==> src/logic/rst_seq_pkg.sv <==
// Package of constants and types for the reset and hibernate sequencer
package rst_seq_pkg;
    // Cycles of stretch applied to hardware and system reset release
    localparam int unsigned RELEASE_HOLD = 8;
    localparam int unsigned HOLD_W       = 4;
    localparam logic [HOLD_W-1:0] HOLD_ZERO = 4'h0;
    localparam logic [HOLD_W-1:0] HOLD_LAST = 4'(RELEASE_HOLD - 1);
    // Reset control register layout
    localparam int unsigned CTL_W        = 4;
    localparam int unsigned CTL_SYS_BIT  = 0;
    localparam int unsigned CTL_CORE_BIT = 1;
    localparam logic [CTL_W-1:0] CTL_RESET = 4'h0;
    localparam logic [1:0] CAUSE_NONE = 2'h0;
    localparam logic [1:0] CAUSE_HW   = 2'h1;
    localparam logic [1:0] CAUSE_SYS  = 2'h2;
    localparam logic [1:0] CAUSE_HIB  = 2'h3;

    typedef enum logic [2:0] {
        ST_HW_RST,
        ST_SYS_RST,
        ST_BOOT,
        ST_RUN,
        ST_HIBERNATE
    } seq_state_t;
endpackage

==> src/logic/reset_hibernate_sequencer.sv <==
// Reset and hibernate sequencer of the processor
// Function
// Hibernate gates clocks and drops regulator wake
// Hibernate three-states pins unless exempted
// Regulator wake high means core power up
// Hardware reset in hibernate wakes, then boots
// Active reset holds registers default, units idle
// System reset release leaves core ready to boot
// Hardware reset clears everything incl. control unit
// System reset spares reset control unit
// Software issues core resets, keeps masters off
// Low hardware reset pin enters hardware reset
// System reset from software, hibernate, event sources; hibernate is not a source here, it is left only by hardware reset
// Software saves state before hibernate
// Software drains core transactions before core reset
// Sync hardware reset release, assert asynchronously
module reset_hibernate_sequencer
    import rst_seq_pkg::*;
#(
    parameter int unsigned PIN_W = 8
) (
    // Clock and hardware reset pin
    input  wire logic             sys_clk_i,
    input  wire logic             rst_n_i,
    // Reset control register access
    input  wire logic             ctl_wr_i,
    input  wire logic [CTL_W-1:0] ctl_wdata_i,
    output logic      [CTL_W-1:0] reset_ctrl_reg_o,
    // System reset requests and hibernate
    input  wire logic             hib_req_i,
    input  wire logic             sys_event_ctrl_req_i,
    input  wire logic             trigger_router_req_i,
    input  wire logic             emu_req_i,
    // Pin control
    input  wire logic [PIN_W-1:0] pin_keep_i,
    output logic      [PIN_W-1:0] pin_oe_allow_o,
    // Resets, clocks and regulator
    output logic                  sys_rst_n_o,
    output logic                  core_rst_n_o,
    output logic                  clk_en_o,
    output logic                  boot_start_o,
    output logic                  regulator_wake_o,
    output logic      [1:0]       last_cause_o
);
    logic             hw_reset_n;
    seq_state_t       state_r;
    seq_state_t       state_nxt;
    logic [HOLD_W-1:0] hold_r;
    logic [HOLD_W-1:0] hold_nxt;
    logic [CTL_W-1:0] ctl_r;
    logic [CTL_W-1:0] ctl_nxt;
    logic [1:0]       cause_r;
    logic [1:0]       cause_nxt;
    logic             wake_r;
    logic             wake_nxt;
    logic             sys_req;

    // synchronised hardware reset
    rst_sync u_rst_sync (
        .sys_clk_i    (sys_clk_i),
        .rst_n_i      (rst_n_i),
        .rst_sync_n_o (hw_reset_n)
    );

    // system reset sources
    assign sys_req = (ctl_wr_i && ctl_wdata_i[CTL_SYS_BIT]) || sys_event_ctrl_req_i
                   || trigger_router_req_i || emu_req_i;

    always_comb begin
        state_nxt = state_r;
        hold_nxt  = hold_r;
        ctl_nxt   = ctl_r;
        cause_nxt = cause_r;
        wake_nxt  = wake_r;
        if (ctl_wr_i) begin
            ctl_nxt = ctl_wdata_i;
        end
        unique case (state_r)
            ST_HW_RST: begin
                wake_nxt = 1'b1;
                hold_nxt = hold_r + 4'h1;
                if (hold_r == HOLD_LAST) begin
                    hold_nxt  = HOLD_ZERO;
                    state_nxt = ST_BOOT;
                end
            end
            ST_SYS_RST: begin
                hold_nxt = hold_r + 4'h1;
                if (hold_r == HOLD_LAST) begin
                    hold_nxt  = HOLD_ZERO;
                    // release into boot
                    state_nxt = ST_BOOT;
                end
            end
            ST_BOOT: begin
                state_nxt = ST_RUN;
            end
            ST_RUN: begin
                if (hib_req_i) begin
                    // drop wake on hibernate
                    wake_nxt  = 1'b0;
                    cause_nxt = CAUSE_HIB;
                    state_nxt = ST_HIBERNATE;
                end else if (sys_req) begin
                    // control unit contents kept
                    cause_nxt = CAUSE_SYS;
                    hold_nxt  = HOLD_ZERO;
                    state_nxt = ST_SYS_RST;
                end
            end
            ST_HIBERNATE: begin
                wake_nxt = 1'b0;
            end
        endcase
    end

    // hardware reset clears all state
    always_ff @(posedge sys_clk_i or negedge hw_reset_n) begin
        if (!hw_reset_n) begin
            state_r <= ST_HW_RST;
            hold_r  <= HOLD_ZERO;
            ctl_r   <= CTL_RESET;
            cause_r <= CAUSE_HW;
            wake_r  <= 1'b1;
        end else begin
            state_r <= state_nxt;
            hold_r  <= hold_nxt;
            ctl_r   <= ctl_nxt;
            cause_r <= cause_nxt;
            wake_r  <= wake_nxt;
        end
    end

    // units held in reset while active
    assign sys_rst_n_o      = (state_r == ST_RUN) || (state_r == ST_BOOT);
    // core reset follows software bit
    assign core_rst_n_o     = sys_rst_n_o && !ctl_r[CTL_CORE_BIT];
    // clocks gated in hibernate
    assign clk_en_o         = (state_r != ST_HIBERNATE);
    assign boot_start_o     = (state_r == ST_BOOT);
    // wake active high, raised on hardware reset release
    assign regulator_wake_o = wake_r && hw_reset_n;
    // pins released in hibernate
    assign pin_oe_allow_o   = (state_r == ST_HIBERNATE) ? pin_keep_i : {PIN_W{1'b1}};
    assign reset_ctrl_reg_o = ctl_r;
    assign last_cause_o     = cause_r;

    // hibernate drops wake and clocks
    AST_HIB_OFF: assert property (@(posedge sys_clk_i) disable iff (!hw_reset_n)
        (state_r == ST_RUN && hib_req_i) |=> (!regulator_wake_o && !clk_en_o))
        else $error("Hibernate entry left wake or clocks on");
    // clocks run outside hibernate
    AST_CLK_ON: assert property (@(posedge sys_clk_i) disable iff (!hw_reset_n)
        (state_r != ST_HIBERNATE) |-> clk_en_o)
        else $error("Clocks gated outside hibernate");
    // pins released in hibernate
    AST_HIB_PINS: assert property (@(posedge sys_clk_i) disable iff (!hw_reset_n)
        (state_r == ST_HIBERNATE) |-> (pin_oe_allow_o == pin_keep_i))
        else $error("Pins not released in hibernate");
    // pins free outside hibernate
    AST_OE_RUN: assert property (@(posedge sys_clk_i) disable iff (!hw_reset_n)
        (state_r != ST_HIBERNATE) |-> (pin_oe_allow_o == {PIN_W{1'b1}}))
        else $error("Pins restricted outside hibernate");
    // wake high while running
    AST_WAKE_RUN: assert property (@(posedge sys_clk_i) disable iff (!hw_reset_n)
        (state_r == ST_RUN) |-> regulator_wake_o)
        else $error("Wake low while running");
    // only reset leaves hibernate
    AST_HIB_STAY: assert property (@(posedge sys_clk_i) disable iff (!hw_reset_n)
        (state_r == ST_HIBERNATE) |=> (state_r == ST_HIBERNATE))
        else $error("Hibernate left without hardware reset");
    // wake rises on release
    AST_WAKE_REL: assert property (@(posedge sys_clk_i) disable iff (!hw_reset_n)
        $rose(hw_reset_n) |-> regulator_wake_o)
        else $error("Wake not raised on reset release");
    // boot follows reset release
    AST_HW_BOOT: assert property (@(posedge sys_clk_i) disable iff (!hw_reset_n)
        ($rose(hw_reset_n) ##0 1'b1) |-> ##8 boot_start_o)
        else $error("No boot after hardware reset release");
    // system reset hold length
    AST_SYS_HOLD: assert property (@(posedge sys_clk_i) disable iff (!hw_reset_n)
        (state_r == ST_RUN && !hib_req_i && sys_req) |=> (!sys_rst_n_o)[*8] ##1 boot_start_o)
        else $error("System reset hold wrong");
    // requests ignored during hold
    AST_SYS_REFUSE: assert property (@(posedge sys_clk_i) disable iff (!hw_reset_n)
        (state_r == ST_SYS_RST) |=> (state_r == ST_SYS_RST || state_r == ST_BOOT))
        else $error("System reset hold left early");
    // boot then run
    AST_SYS_BOOT: assert property (@(posedge sys_clk_i) disable iff (!hw_reset_n)
        boot_start_o |=> (state_r == ST_RUN && core_rst_n_o == !ctl_r[CTL_CORE_BIT]))
        else $error("Boot not followed by run");
    // boot is one pulse
    AST_BOOT_PULSE: assert property (@(posedge sys_clk_i) disable iff (!hw_reset_n)
        boot_start_o |=> !boot_start_o)
        else $error("Boot pulse longer than one cycle");
    // control contents kept
    AST_SYS_KEEP: assert property (@(posedge sys_clk_i) disable iff (!hw_reset_n)
        (state_r == ST_SYS_RST && !ctl_wr_i) |=> $stable(ctl_r))
        else $error("Control unit lost contents in system reset");
    // core bit holds core
    AST_CORE_HOLD: assert property (@(posedge sys_clk_i) disable iff (!hw_reset_n)
        ctl_r[CTL_CORE_BIT] |-> !core_rst_n_o)
        else $error("Core not held by control bit");
    // hardware reset clears control register and loads cause CAUSE_HW
    AST_HW_CLEAR: assert property (@(posedge sys_clk_i)
        $rose(hw_reset_n) |-> (ctl_r == CTL_RESET && cause_r == CAUSE_HW))
        else $error("Hardware reset left state");
    // low pin forces reset
    AST_PIN_LOW: assert property (@(posedge sys_clk_i)
        !hw_reset_n |-> (!sys_rst_n_o && regulator_wake_o == 1'b0))
        else $error("Hardware reset pin not obeyed");

    COV_HIB: cover property (@(posedge sys_clk_i) disable iff (!hw_reset_n)
        state_r == ST_RUN ##1 state_r == ST_HIBERNATE);
    COV_SYS: cover property (@(posedge sys_clk_i) disable iff (!hw_reset_n)
        state_r == ST_SYS_RST ##8 boot_start_o);
    COV_CORE: cover property (@(posedge sys_clk_i) disable iff (!hw_reset_n)
        state_r == ST_RUN && !core_rst_n_o);
    COV_HW_BOOT: cover property (@(posedge sys_clk_i) disable iff (!hw_reset_n)
        $rose(hw_reset_n) ##8 boot_start_o);
    COV_PRIO: cover property (@(posedge sys_clk_i) disable iff (!hw_reset_n)
        state_r == ST_RUN && hib_req_i && sys_req ##1 state_r == ST_HIBERNATE);
endmodule

==> src/logic/rst_sync.sv <==
// Reset synchroniser: asserts asynchronously, releases on the clock
module rst_sync (
    // Clock and raw reset
    input  wire logic sys_clk_i,
    input  wire logic rst_n_i,
    // Synchronised reset
    output logic      rst_sync_n_o
);
    logic meta_r;
    logic sync_r;
    logic meta_nxt;
    logic sync_nxt;

    always_comb begin
        meta_nxt = 1'b1;
        sync_nxt = meta_r;
    end

    // async assert, sync release
    always_ff @(posedge sys_clk_i or negedge rst_n_i) begin
        if (!rst_n_i) begin
            meta_r <= 1'b0;
            sync_r <= 1'b0;
        end else begin
            meta_r <= meta_nxt;
            sync_r <= sync_nxt;
        end
    end

    assign rst_sync_n_o = sync_r;
endmodule

==> config.mk <==
export PLATFORM = sky130hd
export DESIGN_NAME = reset_hibernate_sequencer
export DESIGN_NICKNAME = d
export VERILOG_FILES = /design/src/logic/rst_seq_pkg.sv /design/src/logic/reset_hibernate_sequencer.sv /design/src/logic/rst_sync.sv
export SDC_FILE = /design/constraint.sdc
export NUM_CORES = 1
export LEC_CHECK = 0
export ABC_AREA = 1
export BUFFER_PORTS_ARGS = -buffer_cell sky130_fd_sc_hd__buf_2
export CAP_MARGIN = 20
export CORE_MARGIN = 3
export CORE_UTILIZATION = 40
export DETAILED_ROUTE_END_ITERATION = 12
export PLACE_DENSITY = 0.78
export SKIP_LAST_GASP = 1
export SLEW_MARGIN = 20
export SYNTH_ARGS = -nofsm -noshare
export SYNTH_HDL_FRONTEND = slang
export SYNTH_SLANG_ARGS = --single-unit
==> constraint.sdc <==
create_clock -name sys_clk_i -period 1.3 [get_ports sys_clk_i]
set_clock_uncertainty 0.15 [all_clocks]
set_input_delay 0.26 -clock sys_clk_i [delete_from_list [all_inputs] [get_ports sys_clk_i]]
set_output_delay 0.26 -clock sys_clk_i [all_outputs]
set_load 0.05 [all_outputs]
Word level (Yosys, flattened, before mapping)
Index checks and enable logic that the tools add are counted.
{"block": "totals", "reg_bits": 16, "output_inout_bits": 19}
{"block": "op_classes", "n_addsub": 1, "eq_ne": 11, "n_mux": 13, "reduce_logical": 18}
{"cell": "4-bit 2-to-1 mux", "count": 3}
{"cell": "3-bit 2-to-1 mux", "count": 3}
{"cell": "3-bit one-hot mux with 3 select lines", "count": 1}
{"cell": "8-bit 2-to-1 mux", "count": 1}
{"cell": "4-bit one-hot mux with 2 select lines", "count": 1}
{"cell": "3-bit by 2-bit equality test with 1-bit output, second input constant", "count": 2}
{"cell": "2-bit != test, second input constant", "count": 3}
{"cell": "3-bit != test, second input constant", "count": 2}
{"cell": "3-bit AND reduction", "count": 2}
{"cell": "3-bit nonzero test", "count": 2}
{"cell": "4-bit by 1-bit adder with 4-bit output, second input constant", "count": 1}
{"cell": "4-bit by 3-bit equality test with 1-bit output, second input constant", "count": 1}
{"cell": "1-bit logical OR", "count": 4}
{"cell": "2-bit 2-to-1 mux", "count": 2}
{"cell": "2-bit AND reduction", "count": 2}
{"cell": "2-bit nonzero test", "count": 2}
{"cell": "3-bit by 1-bit equality test with 1-bit output, second input constant", "count": 1}
{"cell": "3-bit equality test, second input constant", "count": 1}
{"cell": "1-bit logical AND", "count": 3}
{"cell": "3-bit logical NOT", "count": 1}
{"cell": "1-bit one-hot mux with 3 select lines", "count": 1}
{"cell": "2-bit by 1-bit != test with 1-bit output, second input constant", "count": 1}
{"cell": "2-bit OR reduction", "count": 1}
{"cell": "1-bit logical NOT", "count": 1}
{"cell": "1-bit 2-to-1 mux", "count": 1}

Logic depth before layout (Yosys ltp)
{"block": "logic_depth", "ltp_word": 7, "mapped_depth": 8, "ltp_nobuf": 8}

By module
Synthesis repeated with hierarchy kept, for this count alone.
{"block": "hier_totals", "cells_unflattened": 99, "area_unflattened_um2": 815.8}
{"mod": "reset_hibernate_sequencer", "n_inst": 1, "cells_per_inst": 96, "area_per_inst_um2": 762.0, "seq_area_each_um2": 352.8}
{"mod": "rst_sync", "n_inst": 1, "cells_per_inst": 3, "area_per_inst_um2": 53.8, "seq_area_each_um2": 50.0}

Worst setup path before layout
Ideal clock, no wire load.
{"block": "synth_path", "path_type": "reg2out", "start": "register state_r[2]", "end": "output boot_start_o", "arrival_time_ns": 1.674, "required_time_ns": 0.890, "slack_ns": -0.784, "stages_incl_launch_ff": 4, "cell_sequence": "dfrtp_1 -> nor2_2 -> inv_2 -> nor2_1"}
{"block": "synth_between", "elab_chain_cells": 1}
{"element": "from (decl)", "line": "reset_hibernate_sequencer.sv:46", "rtl": "seq_state_t state_r;"}
{"element": "from (signal assigned)", "line": "reset_hibernate_sequencer.sv:126", "rtl": "state_r <= state_nxt;"}
{"element": "3-bit by 2-bit equality test with 1-bit output", "line": "reset_hibernate_sequencer.sv:140", "rtl": "assign boot_start_o = (state_r == ST_BOOT);"}
{"element": "to (decl)", "line": "reset_hibernate_sequencer.sv:41", "rtl": "output logic boot_start_o,"}
No other way between the ends.

Worst setup path after layout
{"block": "layout_path", "start": "register state_r[1]", "end": "output pin_oe_allow_o[0]"}
{"block": "layout_between", "elab_chain_cells": 2}
{"element": "3-bit equality test", "line": "reset_hibernate_sequencer.sv:144", "rtl": "assign pin_oe_allow_o = (state_r == ST_HIBERNATE) ? pin_keep_i : {PIN_W{1'b1}};"}
{"element": "8-bit 2-to-1 mux", "line": "reset_hibernate_sequencer.sv:144"}
{"element": "to (decl)", "line": "reset_hibernate_sequencer.sv:36", "rtl": "output logic [PIN_W-1:0] pin_oe_allow_o,"}
No other way between the ends.

==> flow_summary.yaml <==
logic_synthesis:
  post_synth.cell_area_avg_um2: 7.98
  synth_sequential_area_ratio_pct: 48.6
  synth_nets: 124
  synth_seq_cells: 16
  synth_cells: 104
  ys_warn_count: 0
  post_synth_instance_area_um2: 830
  synth_cell_types: 20
placement:
  placed_cell_area_um2: 1190
  port_buffers: 37
  numPlacedInstances: 178
  routabilityCongestion: 0.912
  dp_worst_setup_slack_ns: -0.313
  hpwl_um: 1710
drt:
  drc: 0
  initialDrtViolationCount: 53
  vias: 907
  ant_nets: 0
  avgRoutedWirePerCell_um: 13.5
  route.detailed.vias_per_inst: 4.80
  wl_um: 2550
  dr.pass1.iters: 4
final_layout:
  insertedDiodeCount: 0
  area_delta_synth_final_pct: 77.5
  stdcell_count: 189
  design_area_um2: 1470
  layout-drive-gt1-share_pct: 61.0
  nNetsFinal: 185
setup_path:
  critPathRequiredTime_ns: 0.89
  worst-path-max-fanout: 9
  crit_path_start_kind: "flip-flop"
  number_of_cell_instances_on_the_worst_register_to_register_path: 8
  worst_ep_arrival_time_ns: 1.49
  worstSetupPathType: "reg2out"
  setup.worst_path.end_class: "output port"
sta:
  finalHoldViolCount: 0
  timing.final.max_slew_violations: 0
  postLayoutSetupSlackWorst_ns: -0.596
  final.min_clock_period_ns: 1.90
  layout_worst_path_cycle_share_pct: 146
  rsz_0062_raised_after_global_routing: "yes"
  final_hold_slack_ns: 0.0505
  report.final.setup_viol: 23
  max_freq_ghz: 0.527
clock_tree:
  cts-root-buf: "sky130_fd_sc_hd__clkbuf_4"
  cts-htree-levels: 1
  tritoncts: "yes"
  cts.reportedPaths.clkPinSlew_ns: 0.10
  clock_sink_count: 16
  numCtsBuffers: 3
  clkLatencyLatePin_ns: 0.28
  ctsLongestPathBuffers: 2
power:
  p_leak_nw: 0.755
  power.total_w: 0.000948
  power-per-cell-area_nw_per_um2: 644
  vdd_drop_max_uv: 647
global_route:
  grt.overflow.total: 0
  grt_pass1_vias: 824
  grt_max_degree: 15
  initial_antenna_violation_count: 0
  global_route_wire_length_before_repair_um: 3700
  track_usage_pct: 18.8
run_status:
  violations: "negative setup slack"
  outcome: "complete, but fails checks"
floorplanning:
  die_height_um: 51.5
  design.portCount: 38
  site_rows: 15
  initial_utilization_pct: 45.1
  die_w_um: 51.5
  core_area_um2: 1840
  floorplan.die_area_um2: 2660
job:
  cap_violations: 0
min_path:
  hold_path_class: "reg2async"
## repair_timing
item,in CTS,in global routing
hold endpoints to repair,2,0
endpoints found under the setup margin,28,28
gates resized for setup,42,22
setup buffers,4,3
hold buffers,1,0
pin swaps,6,6
## layer usage
layer | track usage, % | vias up | part of all wire, %
li1 | - | 439 | -
met1 | 23.9 | 415 | 38
met2 | 32.4 | 49 | 55
met3 | 3.15 | 4 | 6.4
met4 | 5.68 | 0 | 0.55
met5 | 0 | - | 0
## critical path, cell delays in order (launching register included)
cell                      delay (ns)
sky130_fd_sc_hd__dfrtp_1        0.39
sky130_fd_sc_hd__nor2_2         0.13
sky130_fd_sc_hd__inv_2          0.07
sky130_fd_sc_hd__nor2_4         0.15
sky130_fd_sc_hd__inv_4          0.07
sky130_fd_sc_hd__or2_4          0.25
sky130_fd_sc_hd__buf_6          0.15
## per-stage QoR
| step | setup TNS, ns | util (%) |
|---|---|---|
| global route | -8.83 | 80.1 |
| finish | -7.48 | 80.1 |
| detailed placement | -4.06 | 64.7 |
| floorplan | -2.82 | - |
| global placement | -3.21 | 64.7 |
| CTS | -6.50 | 75.8 |
## synth_stat cells (all sizes together)
cell | n | area share [%]
dfrtp | 14 | 42
or2 | 8 | 6.0
inv | 14 | 6.3
conb | 1 | 0.45
ha | 1 | 1.5
a21oi | 2 | 1.2
mux2 | 3 | 4.1
nand3 | 8 | 4.8
dfstp | 2 | 6.3
nand2 | 34 | 17
nor3 | 2 | 1.8
nor2 | 12 | 6.3
o21ai | 2 | 1.2
nand4 | 1 | 0.75
## cells in the final DEF (no fill, tap or decap)
| cell | Yosys | layout |
|---|---|---|
| sky130_fd_sc_hd__nor2_4 | 0 | 5 |
| sky130_fd_sc_hd__nand4_1 | 1 | 1 |
| sky130_fd_sc_hd__or2_4 | 0 | 8 |
| sky130_fd_sc_hd__o21ai_0 | 1 | 1 |
| sky130_fd_sc_hd__o21ai_2 | 0 | 1 |
| sky130_fd_sc_hd__dfstp_2 | 2 | 2 |
| sky130_fd_sc_hd__dfrtp_2 | 0 | 2 |
| sky130_fd_sc_hd__nand2_4 | 1 | 2 |
| sky130_fd_sc_hd__clkinvlp_4 | 0 | 1 |
| sky130_fd_sc_hd__mux2_2 | 3 | 3 |
| sky130_fd_sc_hd__a21oi_2 | 0 | 1 |
| sky130_fd_sc_hd__ha_1 | 1 | 1 |
| sky130_fd_sc_hd__nor3_1 | 1 | 1 |
| sky130_fd_sc_hd__conb_1 | 1 | 1 |
| sky130_fd_sc_hd__clkbuf_1 | 0 | 1 |
| sky130_fd_sc_hd__inv_2 | 4 | 4 |
| sky130_fd_sc_hd__inv_1 | 10 | 7 |
| sky130_fd_sc_hd__dlygate4sd3_1 | 0 | 1 |
| sky130_fd_sc_hd__nor2_2 | 3 | 1 |
| sky130_fd_sc_hd__buf_2 | 0 | 18 |
| sky130_fd_sc_hd__buf_4 | 0 | 14 |
| sky130_fd_sc_hd__dfrtp_1 | 14 | 12 |
| sky130_fd_sc_hd__buf_8 | 0 | 5 |
| sky130_fd_sc_hd__nand3_1 | 8 | 8 |
| sky130_fd_sc_hd__nand2_2 | 2 | 9 |
| sky130_fd_sc_hd__nor2_1 | 9 | 6 |
| sky130_fd_sc_hd__a21oi_1 | 2 | 1 |
| sky130_fd_sc_hd__buf_6 | 0 | 18 |
| sky130_fd_sc_hd__inv_4 | 0 | 2 |
| sky130_fd_sc_hd__nor3_4 | 0 | 1 |
| sky130_fd_sc_hd__clkbuf_4 | 0 | 3 |
| sky130_fd_sc_hd__nand2_1 | 31 | 23 |
## power breakdown
| group | internal [W] | switching (W) | total [W] |
|---|---|---|---|
| clock | 0.000119 | 0.000152 | 0.000271 |
| sequential | 0.000513 | 0.0000117 | 0.000525 |
| combinational | 0.0000629 | 0.0000898 | 0.000153 |
| total | 0.000695 | 0.000253 | 0.000948 |
## flip-flops by register name, indices dropped and copies added (netlist names)
name and count:
state_r 3, last_cause_o 2, u_rst_sync.rst_sync_n_o 1, u_rst_sync.meta_r 1
reset_ctrl_reg_o 4, hold_r 4, wake_r 1
## final timing paths
check	endpoint	start	slack (ns)
hold / removal	reset_ctrl_reg_o[3]	u_rst_sync.rst_sync_n_o	0.05
min in group sys_clk_i	reset_ctrl_reg_o[3]	ctl_wdata_i[3]	0.05
hold reg to reg	reset_ctrl_reg_o[3]	u_rst_sync.rst_sync_n_o	0.05
setup reg to reg	hold_r[3]	state_r[2]	-0.14
max in group asynchronous	wake_r	u_rst_sync.rst_sync_n_o	0.69
setup / recovery	pin_oe_allow_o[0]	state_r[1]	-0.60
## logic make-up after synthesis
logic type,count (synthesis),share of synthesized area (%)
fa+ha+maj,1,1.51
simple gates,65,36.7
flops,16,48.6
mux,3,4.07
other cells,1,0.452
compound gates,4,2.41
buf+inv,14,6.33
## layout make-up
class | count | area (um^2)
Multi-Input combinational cell | 74 | 465
Fill cell | 123 | 367
Tap cell | 25 | 31.3
Inverter | 14 | 61.3
Sequential cell | 16 | 405
Clock buffer | 4 | 26.3
Timing Repair Buffer | 56 | 483
(Power assumes the default switching activity.)
